## config.mk

```make
export PLATFORM = sky130hd
export DESIGN_NAME = apf_framer
export DESIGN_NICKNAME = d
export VERILOG_FILES = /design/src/verilog/apf_pkg.sv /design/src/verilog/apf_framer.sv /design/src/verilog/apf_pipe_buf.sv /design/src/verilog/apf_status_encode.sv
export VERILOG_INCLUDE_DIRS = /design/src /design/src/verilog
export SDC_FILE = /design/constraint.sdc
export NUM_CORES = 1
export LEC_CHECK = 0
export ABC_AREA = 1
export BUFFER_PORTS_ARGS = -buffer_cell sky130_fd_sc_hd__buf_2
export CAP_MARGIN = 20
export CORE_MARGIN = 1
export CORE_UTILIZATION = 50
export CTS_CLUSTER_DIAMETER = 120
export DETAILED_ROUTE_END_ITERATION = 8
export PLACE_DENSITY = 0.8
export SLEW_MARGIN = 25
export SYNTH_ARGS = -nofsm -noshare
export SYNTH_HDL_FRONTEND = slang
export SYNTH_SLANG_ARGS = --single-unit
```

## constraint.sdc

```tcl
create_clock -name clk_sys -period 7.1 [get_ports clk_sys]
set_input_delay 0.71 -clock clk_sys [delete_from_list [all_inputs] [get_ports clk_sys]]
set_output_delay 0.71 -clock clk_sys [all_outputs]
set_load 0.01 [all_outputs]
```

## src/verilog/apf_map.svh

```systemverilog
`ifndef APF_MAP_SVH
`define APF_MAP_SVH

// ****************************************************************
// frame layout
// ****************************************************************
`define APF_DELIM          8'h7e
`define APF_TYPE_RX        8'h90
`define APF_TYPE_TS        8'h8b
`define APF_RX_HDR_LEN     16'h000c
`define APF_TS_HDR_LEN     16'h0007
`define APF_CSUM_BASE      8'hff
`define APF_FMT_STANDARD   8'h00
`define APF_ESC_NONE       2'h1

// ****************************************************************
// receive options bit positions
// ****************************************************************
`define APF_OPT_ACK        0
`define APF_OPT_BCAST      1
`define APF_OPT_ALLPAN     2
`define APF_OPT_SECURE     4
`define APF_OPT_APSENC     5
`define APF_OPT_METHOD_LO  6

// ****************************************************************
// delivery status codes
// ****************************************************************
`define APF_DS_SUCCESS     8'h00
`define APF_DS_MAC_ACK     8'h01
`define APF_DS_CCA         8'h02
`define APF_DS_INDIRECT    8'h03
`define APF_DS_NET_ACK     8'h21
`define APF_DS_RESOURCE    8'h31
`define APF_DS_NO_SESSION  8'h34
`define APF_DS_ENCRYPT     8'h35
`define APF_DS_TOO_LARGE   8'h74

// ****************************************************************
// register map, fields and reset values
// ****************************************************************
`define APF_REG_CTRL       8'h00
`define APF_REG_STATUS     8'h04
`define APF_REG_RX_COUNT   8'h08
`define APF_REG_TS_COUNT   8'h0c
`define APF_REG_DROP_COUNT 8'h10
`define APF_REG_ID         8'h14
`define APF_CTRL_FMT_LSB   0
`define APF_CTRL_ESC_LSB   8
`define APF_CTRL_EN_BIT    16
`define APF_RST_FMT        8'h00
`define APF_RST_ESC        2'h1
`define APF_RST_EN         1'b1
`define APF_ID_VALUE       32'h00a5_0001

`endif

```

## src/verilog/apf_pkg.sv

```systemverilog
`default_nettype none

package apf_pkg;

   // ****************************************************************
   // types
   // ****************************************************************
   typedef enum logic [6:0] {
      APF_IDLE    = 7'b000_0001,
      APF_DELIM   = 7'b000_0010,
      APF_LEN_HI  = 7'b000_0100,
      APF_LEN_LO  = 7'b000_1000,
      APF_HDR     = 7'b001_0000,
      APF_PAYLOAD = 7'b010_0000,
      APF_CSUM    = 7'b100_0000
   } apf_state_type;

   typedef enum logic [3:0] {
      APF_ST_SUCCESS, APF_ST_MAC_ACK, APF_ST_CCA, APF_ST_INDIRECT, APF_ST_NET_ACK,
      APF_ST_RESOURCE, APF_ST_NO_SESSION, APF_ST_ENCRYPT, APF_ST_TOO_LARGE
   } apf_delivery_type;

endpackage : apf_pkg

`default_nettype wire

```

## src/verilog/apf_framer.sv

```systemverilog
`timescale 1ns/10ps
`default_nettype none
`include "apf_map.svh"

// Notes on behaviour
// - status codes 0x00 success, 0x01 ack fail, 0x02 channel fail, 0x03 unrequested
// - status codes 0x21, 0x31, 0x34, 0x35, 0x74 for the later failure kinds
// - status frame type 0x8B carries the frame id the host supplied
// - status frame carries the discovered 16-bit destination address
// - with output format 0 a received packet gives a 0x90 frame
// - every frame opens with delimiter 7E
// - 16-bit length counts bytes between length field and checksum
// - received frame holds 64-bit sender address, then 16-bit sender address
// - option bits: ack, broadcast, all pans, reserved, secure, encrypted
// - option bits 7:6 hold the mesh delivery method
// - option bits combine freely; each set independently
// - payload bytes follow the options byte up to the checksum
// - checksum is 0xFF minus low byte of sum from offset 3
// - with escaping mode 1 bytes leave unescaped, no stuffing
// - status frame: id, address, retries, delivery, discovery at offsets 4..9
module apf_framer
   import apf_pkg::*;
(
   // clock and reset
   input  wire logic                       clk_sys,
   input  wire logic                       rst_b,
   // register port
   input  wire logic [7:0]                 reg_addr,
   input  wire logic [31:0]                reg_wdata,
   input  wire logic                       reg_wr,
   input  wire logic                       reg_rd,
   output logic      [31:0]                reg_rdata,
   // received packet request
   input  wire logic                       rx_valid,
   output logic                            rx_ready,
   input  wire logic [63:0]                rx_src_long,
   input  wire logic [15:0]                rx_src_short,
   input  wire logic                       rx_opt_ack,
   input  wire logic                       rx_opt_bcast,
   input  wire logic                       rx_opt_allpan,
   input  wire logic                       rx_opt_secure,
   input  wire logic                       rx_opt_apsenc,
   input  wire logic [1:0]                 rx_opt_method,
   input  wire logic [7:0]                 rx_len,
   // received payload stream
   input  wire logic                       pl_valid,
   input  wire logic [7:0]                 pl_data,
   output logic                            pl_ready,
   // transmit status request
   input  wire logic                       ts_valid,
   output logic                            ts_ready,
   input  wire logic [7:0]                 ts_frame_id,
   input  wire logic [15:0]                ts_dest_short,
   input  wire logic [7:0]                 ts_retries,
   input  wire apf_pkg::apf_delivery_type  ts_kind,
   input  wire logic [7:0]                 ts_discovery,
   // serial frame bytes
   output logic                            out_valid,
   output logic [7:0]                      out_data,
   input  wire logic                       out_ready
);

   // ****************************************************************
   // declarations
   // ****************************************************************
   apf_state_type state;
   apf_state_type next_state;
   logic [7:0]    fmt_opt;
   logic [1:0]    esc_mode;
   logic          enable;
   logic [31:0]   rx_count;
   logic [31:0]   ts_count;
   logic [31:0]   drop_count;
   logic          is_rx;
   logic [7:0]    hdr [0:11];
   logic [15:0]   frame_len;
   logic [3:0]    hdr_idx;
   logic [3:0]    hdr_last;
   logic [7:0]    pay_take;
   logic [7:0]    pay_emit;
   logic [7:0]    pay_len;
   logic [7:0]    hold;
   logic          hold_full;
   logic          next_hold_full;
   logic          take;
   logic [7:0]    sum;
   logic [7:0]    cur_byte;
   logic          emit;
   logic          buf_ready;
   logic          push;
   logic          rx_go;
   logic          ts_go;
   logic          rx_drop;
   logic [7:0]    status_code;
   logic [7:0]    rx_opts;

   // ****************************************************************
   // register port
   // ****************************************************************
   // escaping is not built: every mode leaves bytes as laid out
   always_ff @(posedge clk_sys) begin
      if (!rst_b) begin
         fmt_opt  <= `APF_RST_FMT;
         esc_mode <= `APF_RST_ESC;
         enable   <= `APF_RST_EN;
      end else if (reg_wr && reg_addr == `APF_REG_CTRL) begin
         fmt_opt  <= reg_wdata[`APF_CTRL_FMT_LSB +: 8];
         esc_mode <= reg_wdata[`APF_CTRL_ESC_LSB +: 2];
         enable   <= reg_wdata[`APF_CTRL_EN_BIT];
      end
   end

   always_ff @(posedge clk_sys) begin
      if (!rst_b) begin
         reg_rdata <= 32'h0000_0000;
      end else if (reg_rd) begin
         unique case (reg_addr)
            `APF_REG_CTRL: begin
               reg_rdata <= {15'h0000, enable, 6'h00, esc_mode, fmt_opt};
            end
            `APF_REG_STATUS: begin
               reg_rdata <= {16'h0000, 1'b0, state, hold_full, pl_ready, is_rx, 4'h0, ~state[0]};
            end
            `APF_REG_RX_COUNT:   reg_rdata <= rx_count;
            `APF_REG_TS_COUNT:   reg_rdata <= ts_count;
            `APF_REG_DROP_COUNT: reg_rdata <= drop_count;
            // arbitrary identification value
            `APF_REG_ID:         reg_rdata <= `APF_ID_VALUE;
            default:             reg_rdata <= 32'h0000_0000;
         endcase
      end else begin
         reg_rdata <= 32'h0000_0000;
      end
   end

   // ****************************************************************
   // request acceptance
   // ****************************************************************
   // status frames go first: the host is waiting on them to pace its own traffic
   assign ts_go   = ts_valid & ts_ready;
   assign rx_go   = rx_valid & rx_ready & ~ts_valid;
   assign rx_drop = rx_go & (fmt_opt != `APF_FMT_STANDARD);

   always_ff @(posedge clk_sys) begin
      if (!rst_b) begin
         rx_ready <= 1'b0;
         ts_ready <= 1'b0;
      end else begin
         rx_ready <= enable & (next_state == APF_IDLE) & ~ts_go & ~rx_go;
         ts_ready <= enable & (next_state == APF_IDLE) & ~ts_go & ~rx_go;
      end
   end

   always_ff @(posedge clk_sys) begin
      if (!rst_b) begin
         rx_count   <= 32'h0000_0000;
         ts_count   <= 32'h0000_0000;
         drop_count <= 32'h0000_0000;
      end else begin
         if (rx_go && !rx_drop) rx_count <= rx_count + 32'h0000_0001;
         if (ts_go) ts_count <= ts_count + 32'h0000_0001;
         if (rx_drop) drop_count <= drop_count + 32'h0000_0001;
      end
   end

   // ****************************************************************
   // header capture
   // ****************************************************************
   apf_status_encode u_status (
      .kind  (ts_kind),
      .code  (status_code),
      .legal ()
   );

   always_comb begin
      rx_opts                       = 8'h00;
      rx_opts[`APF_OPT_ACK]         = rx_opt_ack;
      rx_opts[`APF_OPT_BCAST]       = rx_opt_bcast;
      rx_opts[`APF_OPT_ALLPAN]      = rx_opt_allpan;
      rx_opts[`APF_OPT_SECURE]      = rx_opt_secure;
      rx_opts[`APF_OPT_APSENC]      = rx_opt_apsenc;
      rx_opts[`APF_OPT_METHOD_LO+:2] = rx_opt_method;
   end

   // bytes from offset 3 onward; the status frame uses the first seven
   always_ff @(posedge clk_sys) begin
      if (!rst_b) begin
         is_rx     <= 1'b0;
         frame_len <= 16'h0000;
         pay_len   <= 8'h00;
         hdr_last  <= 4'h0;
         for (int i = 0; i < 12; i++) hdr[i] <= 8'h00;
      end else if (ts_go) begin
         is_rx     <= 1'b0;
         frame_len <= `APF_TS_HDR_LEN;
         pay_len   <= 8'h00;
         hdr_last  <= 4'(`APF_TS_HDR_LEN - 16'h0001);
         hdr[0]    <= `APF_TYPE_TS;
         hdr[1]    <= ts_frame_id;
         hdr[2]    <= ts_dest_short[15:8];
         hdr[3]    <= ts_dest_short[7:0];
         hdr[4]    <= ts_retries;
         hdr[5]    <= status_code;
         hdr[6]    <= ts_discovery;
      end else if (rx_go && !rx_drop) begin
         is_rx     <= 1'b1;
         frame_len <= `APF_RX_HDR_LEN + {8'h00, rx_len};
         pay_len   <= rx_len;
         hdr_last  <= 4'(`APF_RX_HDR_LEN - 16'h0001);
         hdr[0]    <= `APF_TYPE_RX;
         for (int i = 0; i < 8; i++) begin
            hdr[1 + i] <= rx_src_long[63 - 8 * i -: 8];
         end
         hdr[9]    <= rx_src_short[15:8];
         hdr[10]   <= rx_src_short[7:0];
         hdr[11]   <= rx_opts;
      end
   end

   // ****************************************************************
   // frame sequencer
   // ****************************************************************
   assign emit = state[1] | state[2] | state[3] | state[4] | state[6] | (state[5] & hold_full);
   assign push = emit & buf_ready;

   always_comb begin
      next_state = state;
      unique case (state)
         APF_IDLE:   if (ts_go || (rx_go && !rx_drop)) next_state = APF_DELIM;
         APF_DELIM:  if (push) next_state = APF_LEN_HI;
         APF_LEN_HI: if (push) next_state = APF_LEN_LO;
         APF_LEN_LO: if (push) next_state = APF_HDR;
         APF_HDR: begin
            if (push && hdr_idx == hdr_last) begin
               next_state = (is_rx && pay_len != 8'h00) ? APF_PAYLOAD : APF_CSUM;
            end
         end
         APF_PAYLOAD: if (push && pay_emit == pay_len - 8'h01) next_state = APF_CSUM;
         APF_CSUM:   if (push) next_state = APF_IDLE;
         default:    next_state = APF_IDLE;
      endcase
   end

   always_ff @(posedge clk_sys) begin
      if (!rst_b) state <= APF_IDLE;
      else state <= next_state;
   end

   always_ff @(posedge clk_sys) begin
      if (!rst_b) begin
         hdr_idx  <= 4'h0;
         pay_emit <= 8'h00;
      end else if (state == APF_IDLE) begin
         hdr_idx  <= 4'h0;
         pay_emit <= 8'h00;
      end else if (push) begin
         if (state == APF_HDR) hdr_idx <= hdr_idx + 4'h1;
         if (state == APF_PAYLOAD) pay_emit <= pay_emit + 8'h01;
      end
   end

   // ****************************************************************
   // payload intake
   // ****************************************************************
   // a one-byte hold keeps pl_ready a flop; the price is one byte per two cycles
   assign take = pl_valid & pl_ready;

   always_comb begin
      next_hold_full = hold_full;
      if (state == APF_PAYLOAD && push) next_hold_full = 1'b0;
      if (take) next_hold_full = 1'b1;
   end

   always_ff @(posedge clk_sys) begin
      if (!rst_b) begin
         hold      <= 8'h00;
         hold_full <= 1'b0;
         pay_take  <= 8'h00;
         pl_ready  <= 1'b0;
      end else begin
         hold_full <= next_hold_full;
         if (take) hold <= pl_data;
         if (state == APF_IDLE) pay_take <= 8'h00;
         else if (take) pay_take <= pay_take + 8'h01;
         pl_ready  <= (next_state == APF_PAYLOAD) & ~next_hold_full & ~take &
                      (pay_take + {7'h00, take} < pay_len);
      end
   end

   // ****************************************************************
   // byte select and checksum
   // ****************************************************************
   always_comb begin
      cur_byte = 8'h00;
      unique case (state)
         APF_DELIM:   cur_byte = `APF_DELIM;
         APF_LEN_HI:  cur_byte = frame_len[15:8];
         APF_LEN_LO:  cur_byte = frame_len[7:0];
         APF_HDR:     cur_byte = hdr[hdr_idx];
         APF_PAYLOAD: cur_byte = hold;
         APF_CSUM:    cur_byte = `APF_CSUM_BASE - sum;
         default:     cur_byte = 8'h00;
      endcase
   end

   // the sum starts at the frame type byte, offset 3
   always_ff @(posedge clk_sys) begin
      if (!rst_b) sum <= 8'h00;
      else if (state == APF_IDLE) sum <= 8'h00;
      else if (push && (state == APF_HDR || state == APF_PAYLOAD)) sum <= sum + cur_byte;
   end

   // ****************************************************************
   // output buffer
   // ****************************************************************
   // bytes enter exactly as laid out; no stuffing in the path
   apf_pipe_buf u_buf (
      .clk_sys   (clk_sys),
      .rst_b     (rst_b),
      .in_valid  (emit),
      .in_data   (cur_byte),
      .in_ready  (buf_ready),
      .out_valid (out_valid),
      .out_data  (out_data),
      .out_ready (out_ready)
   );

endmodule : apf_framer

`default_nettype wire

```

## src/verilog/apf_pipe_buf.sv

```systemverilog
`timescale 1ns/10ps
`default_nettype none

module apf_pipe_buf (
   // clock and reset
   input  wire logic       clk_sys,
   input  wire logic       rst_b,
   // filling side
   input  wire logic       in_valid,
   input  wire logic [7:0] in_data,
   output logic            in_ready,
   // draining side
   output logic            out_valid,
   output logic [7:0]      out_data,
   input  wire logic       out_ready
);

   // ****************************************************************
   // two slots, head always in slot 0
   // ****************************************************************
   // in_ready is a flop so the framer never sees a path from the sink
   logic [7:0] slot1;
   logic       full1;
   logic       push;
   logic       pop;

   assign push = in_valid & in_ready;
   assign pop  = out_valid & out_ready;

   always_ff @(posedge clk_sys) begin
      if (!rst_b) begin
         out_valid <= 1'b0;
         full1     <= 1'b0;
         in_ready  <= 1'b1;
      end else begin
         unique case ({push, pop})
            2'b10: begin
               out_valid <= 1'b1;
               full1     <= out_valid;
               in_ready  <= ~out_valid;
            end
            2'b01: begin
               out_valid <= full1;
               full1     <= 1'b0;
               in_ready  <= 1'b1;
            end
            default: ;
         endcase
      end
   end

   always_ff @(posedge clk_sys) begin
      if (!rst_b) begin
         out_data <= 8'h00;
         slot1    <= 8'h00;
      end else begin
         if (push && !pop && out_valid) slot1 <= in_data;
         if (push && !pop && !out_valid) out_data <= in_data;
         if (pop) out_data <= full1 ? slot1 : in_data;
         if (push && pop && full1) slot1 <= in_data;
      end
   end

endmodule : apf_pipe_buf

`default_nettype wire

```

## src/verilog/apf_status_encode.sv

```systemverilog
`timescale 1ns/10ps
`default_nettype none
`include "apf_map.svh"

module apf_status_encode
   import apf_pkg::*;
(
   // outcome in
   input  wire apf_pkg::apf_delivery_type kind,
   // code out
   output logic [7:0]                     code,
   output logic                           legal
);

   // ****************************************************************
   // outcome to delivery status byte
   // ****************************************************************
   always_comb begin
      legal = 1'b1;
      unique case (kind)
         APF_ST_SUCCESS:    code = `APF_DS_SUCCESS;
         APF_ST_MAC_ACK:    code = `APF_DS_MAC_ACK;
         APF_ST_CCA:        code = `APF_DS_CCA;
         APF_ST_INDIRECT:   code = `APF_DS_INDIRECT;
         APF_ST_NET_ACK:    code = `APF_DS_NET_ACK;
         APF_ST_RESOURCE:   code = `APF_DS_RESOURCE;
         APF_ST_NO_SESSION: code = `APF_DS_NO_SESSION;
         APF_ST_ENCRYPT:    code = `APF_DS_ENCRYPT;
         APF_ST_TOO_LARGE:  code = `APF_DS_TOO_LARGE;
         // unused kind codes fall back to an internal resource error
         default: begin
            code  = `APF_DS_RESOURCE;
            legal = 1'b0;
         end
      endcase
   end

endmodule : apf_status_encode

`default_nettype wire
```

# Yosys cells after proc, flatten, opt, wreduce, memory -nomap -nowiden
# Memories as Yosys holds them, arrays and structs flattened. A register that Yosys moved wholly into a read port is not among the register bits.
# Index checks and enable logic that the tools add are counted.
[op_classes] n_addsub=11 n_lt_le_gt_ge=1 eq_ne=25 mux=55 bitwise_logic=46 reduce_logical=30
[op_table] operator="$mux 8" n=24
[op_table] operator="$pmux 32 s6" n=1
[op_table] operator="$add 32x1->32 const B" n=3
[op_table] operator="$mux 7" n=8
[op_table] operator="$pmux 7 s8" n=1
[op_table] operator="$pmux 7 s7" n=1
[op_table] operator="$pmux 8 s6" n=1
[op_table] operator="$or 1x1->1" n=24
[op_table] operator="$add 8x1->8 const B" n=2
[op_table] operator="$eq 8x4->1 const B" n=2
[op_table] operator="$eq 8x5->1 const B" n=2
[op_table] operator="$reduce_bool 8->1" n=2
[op_table] operator="$and 1x1->1" n=14
[op_table] operator="$eq 7x1->1 const B" n=2
[op_table] operator="$eq 7x6->1 const B" n=2
[op_table] operator="$eq 4x3->1 const B" n=3
[op_table] operator="$logic_and 1x1->1" n=12
[op_table] operator="$mux 3" n=4
[op_table] operator="$mux 1" n=10
[op_table] operator="$add 4x8->9 const A" n=1
[op_table] operator="$add 8x1->8" n=1
[op_table] operator="$add 8x8->8" n=1
[op_table] operator="$eq 4x2->1 const B" n=2
[op_table] operator="$eq 8x3->1 const B" n=1
[op_table] operator="25 further kinds" n=44
[word_totals] ff_bits=225 ramBits=96 in_bits=195 n_memories=1
[memory_table] memory="hdr" depth=12 width=8 read_ports=1 rd_clocked_by_memory_dff=1 wr=12 line_no="apf_framer.sv:75" rtl="logic [7:0] hdr [0:11];"

# Depth between registers and ports, before layout
[depth] depth_word=13 depth_mapped=20 depth_no_buf=18

# By module
# A second synthesis with hierarchy kept.
[hier_totals] hier_cells=2273 hier_area_um2=16783.6
[by_module_without_submodules] module="apf_framer" n_inst=1 cells_each=2115 area_each_um2=15715.1
[by_module_without_submodules] module="apf_pipe_buf" n_inst=1 cells_each=138 area_each_um2=978.4
[by_module_without_submodules] module="apf_status_encode" n_inst=1 cells_each=20 area_each_um2=90.1

# Least setup slack after synthesis
# OpenSTA, ideal clock, no wires.
[synth_path] path_type="input to register" start="in rst_b" end="mem hdr[0][3], enable pin" setup_time_ns=0.635 arrival_time_ns=2.264 t_required_ns=6.465 slack_ns=4.201 path_stages=4 n_path_buf=1 cell_sequence="inv_1 -> clkbuf_1 -> nor2_1 -> nand2_1"
[synth_lines] item="start: declaration" line_no="apf_framer.sv:26" rtl="input wire logic rst_b,"
[synth_lines] item="end: declaration" line_no="apf_framer.sv:75"

==> results.ini <==
[clock_network]
cts_buffer_depth=3
cts_buffers=35
tritoncts=yes
clk_pin_slew_ns=0.06
ctsResizeCount=0
htreeDepth=2
cts.hold.buffers_added=0
clk_latency_ns=0.53
postCtsSetupBuffers=0
root_buffer=clkbuf_16
cts_sinks=318

[power_and_ir_drop]
fin_total_pwr_mw=4.44
p_leak_nw=8.02
vdd_drop_max_uv=201
power_density_nw_per_um2=234

[logic_synthesis]
synth_nets=2469
syn_area_um2=16500
synth_top_area_frac=0.277
synth.avg_cell_area_um2=7.37
synth_top_cell_by_area=dfxtp_1
synthMuxAreaShare=0
synth_seq_cells=318
synthXorXnorAreaFrac=0.0302
synth_top_family_by_area=simple AND/OR/NAND/NOR gates
synth-compound-area-share=0.146
yosys.area_share.adder=0.0224
ys_types=58
ys_warn_count=0
netlist_top_cells_area=dfxtp_1, edfxtp_1, nand2_1
ys_seq_area_frac=0.439
synth_cells=2245
synthSimpleGateAreaFrac=0.275

[setup_path]
slowest_stage=nor2_2
end_kind=flip-flop
slowest_delay_ns=0.61
crit_family=simple AND/OR/NAND/NOR gates
crit_arrival_ns=4.23
path_cells=buf_4 > inv_2 > nor2_2 > a21oi_1 > o21ai_0 > and2_0 > o21ai_1 > nand2_1 > ha_1 > a21oi_1 > nand2_1 > a31oi_1 > nand3_1 > nand2_1 > nor2_1 > nor2_1 > nor2_1
critPathBufInv=2
worstSetupPathType=flip-flop to flip-flop
crit_fanout=37
cp.required_ns=7.51
critPathLaunchType=flip-flop

[die]
die_area_um2=33800
core-area_um2=32500
io_pins=239
std_cell_rows=66
fp.dieW_um=184
start_util=0.508
die_y_um=184

[outcome]
status=complete, no violations

[detailed_routing]
routedWlPerCell_um=17.0
vias=16042
ant_nets=0
drc_errors=0
wl_um=49400
dr.first_iter.drc_count=1865
dr.pass1.iters=6
viasPerCell=5.52

[sta]
setup_violations=0
worstMarginPinSlew_ns=0.933
whs_ns=0.408
finalHoldViolCount=0
min_period_ns=3.82
fmax_ghz=0.262
fin_crit_sh=0.538
fin_tns_setup_ns=0
skew_ns=0.0196
rsz0062_at_grt=false
max_slew_margin=0.376
final_max_slew_viol_count=0

[placement]
place_congestion=0.979
hpwl_um=36800
numPortBuffers=217

[run]
max-cap-violations=0

[global_routing]
grt_max_degree=70
track_usage=0.292
grt_pass1_wl_um=77400
grt_overflow=0
antenna_found_initial=1
grt_pass1_vias=14916

[finish]
nNetsFinal=2660
post_route_cells_drive_above_1_share=0.144
area_delta_synth_final_pct=15.0
fin_util=0.584

[hold_path]
hp-class=input pin to flip-flop

==> cells in the final DEF (no fill, tap or decap), types with 6 or more instances in the layout <==
cell	Yosys	routed
a211oi_1	7	7
a21oi_1	180	180
a22o_1	12	12
a31oi_1	16	16
buf_2	21	217
buf_4	7	12
clkbuf_1	39	6
clkbuf_16	0	35
clkinv_1	6	8
clkinv_2	0	11
dfxtp_1	229	229
edfxtp_1	89	89
ha_1	28	28
inv_1	274	273
inv_2	15	14
nand2_1	500	498
nand2_2	8	10
nand3_1	82	82
nand4_1	38	38
nor2_1	270	269
nor2_2	10	10
nor2_4	8	9
nor3_1	72	72
nor3_2	8	8
nor3b_1	8	8
nor4_1	8	8
o21ai_0	145	145
o21ai_1	13	13
o21bai_1	6	6
o221ai_1	9	9
o22ai_1	23	23
xnor2_1	13	13
xor2_1	44	44
==> worst min-delay path: stages <==
cell and delay (ns):
buf_2 0.08, nand2_1 0.04, nand3_1 0.05
==> cell families (layout without fill, tap and decap cells) <==
kind of cell	count (synthesis)	count (layout)
adder cells (fa/ha/maj)	29	29
AND/OR/NAND/NOR	1037	1037
buffers and inverters	370	588
flip-flops	318	318
AO/OA/AOI/OAI	434	434
other	0	1
XOR/XNOR	57	57
==> final cells by class <==
cell class,count,area (um^2)
fill,3023,13500
multi-input combinational,1557,7840
sequential,318,7260
timing repair buffer,229,1180
inverter,295,1110
clock buffer,43,926
tap,442,553
clock inverter,21,158
antenna,1,2.50
==> layer usage <==
layer,global-route usage,part of all wire
met1,0.408,0.43
met2,0.463,0.44
met5,0,0
met3,0.0491,0.097
met4,0.0883,0.025
==> metrics by stage <==
| step | instances | worst slack (ns) | cell area, um^2 |
|---|---|---|---|
| 6_report | 2906 | 3.28 | 19000 |
| 5_1_grt | 2905 | 2.89 | 19000 |
| 4_1_cts | 2905 | 3.41 | 19000 |
| 3_5_place_dp | 2841 | 3.45 | 17900 |
| 3_3_place_gp | 2841 | 3.54 | 17900 |
| 2_1_floorplan | 2245 | 4.20 | 16500 |
==> worst paths after layout <==
kind                      from           to  slack (ns)  cells past startpoint
setup / recovery     flip-flop       sum[7]        3.28                     17
hold / removal    reg_wdata[8]  esc_mode[0]        0.41                      3
setup reg to reg     flip-flop       sum[7]        3.28                     17
hold reg to reg    pay_take[6]  pay_take[6]        0.47                      2
==> state kept, by name (all words and copies together) (netlist names), 2 cells and up, named ones only <==
signal	cells
sum	8
ts_count	32
state	7
esc_mode	2
rx_count	32
pay_len	8
hold	8
u_buf.slot1	8
frame_len	9
u_buf.out_data	8
fmt_opt	8
hdr	90
pay_emit	8
drop_count	32
hdr_idx	4
hdr_last	3
reg_rdata	32
pay_take	8
==> report_power, final <==
group | switching, mW | internal, mW
Sequential | 0.0702 | 2.03
Combinational | 0.414 | 0.198
Clock | 0.752 | 0.978
Total | 1.24 | 3.21
==> synthesized netlist by cell type (all sizes together) <==
cell,count
nand2,509
nor2,290
inv,289
dfxtp,229
a21oi,180
o21ai,159
edfxtp,89
nand3,86
nor3,80
xor2,44
nand4,40
clkbuf,39
buf,36
ha,28
o22ai,23
a31oi,16
xnor2,13
a22o,12
nor3b,10
o221ai,9
a211oi,8
nor4,8
clkinv,6
o21bai,6
or2,6
o211ai,4
o21a,4
o31ai,4
a221oi,3
and3,3
nand3b,3
and2,2
o2111ai,2
a211o,1
a21o,1
a22oi,1
a41oi,1
fa,1
(Power assumes the default switching activity.)
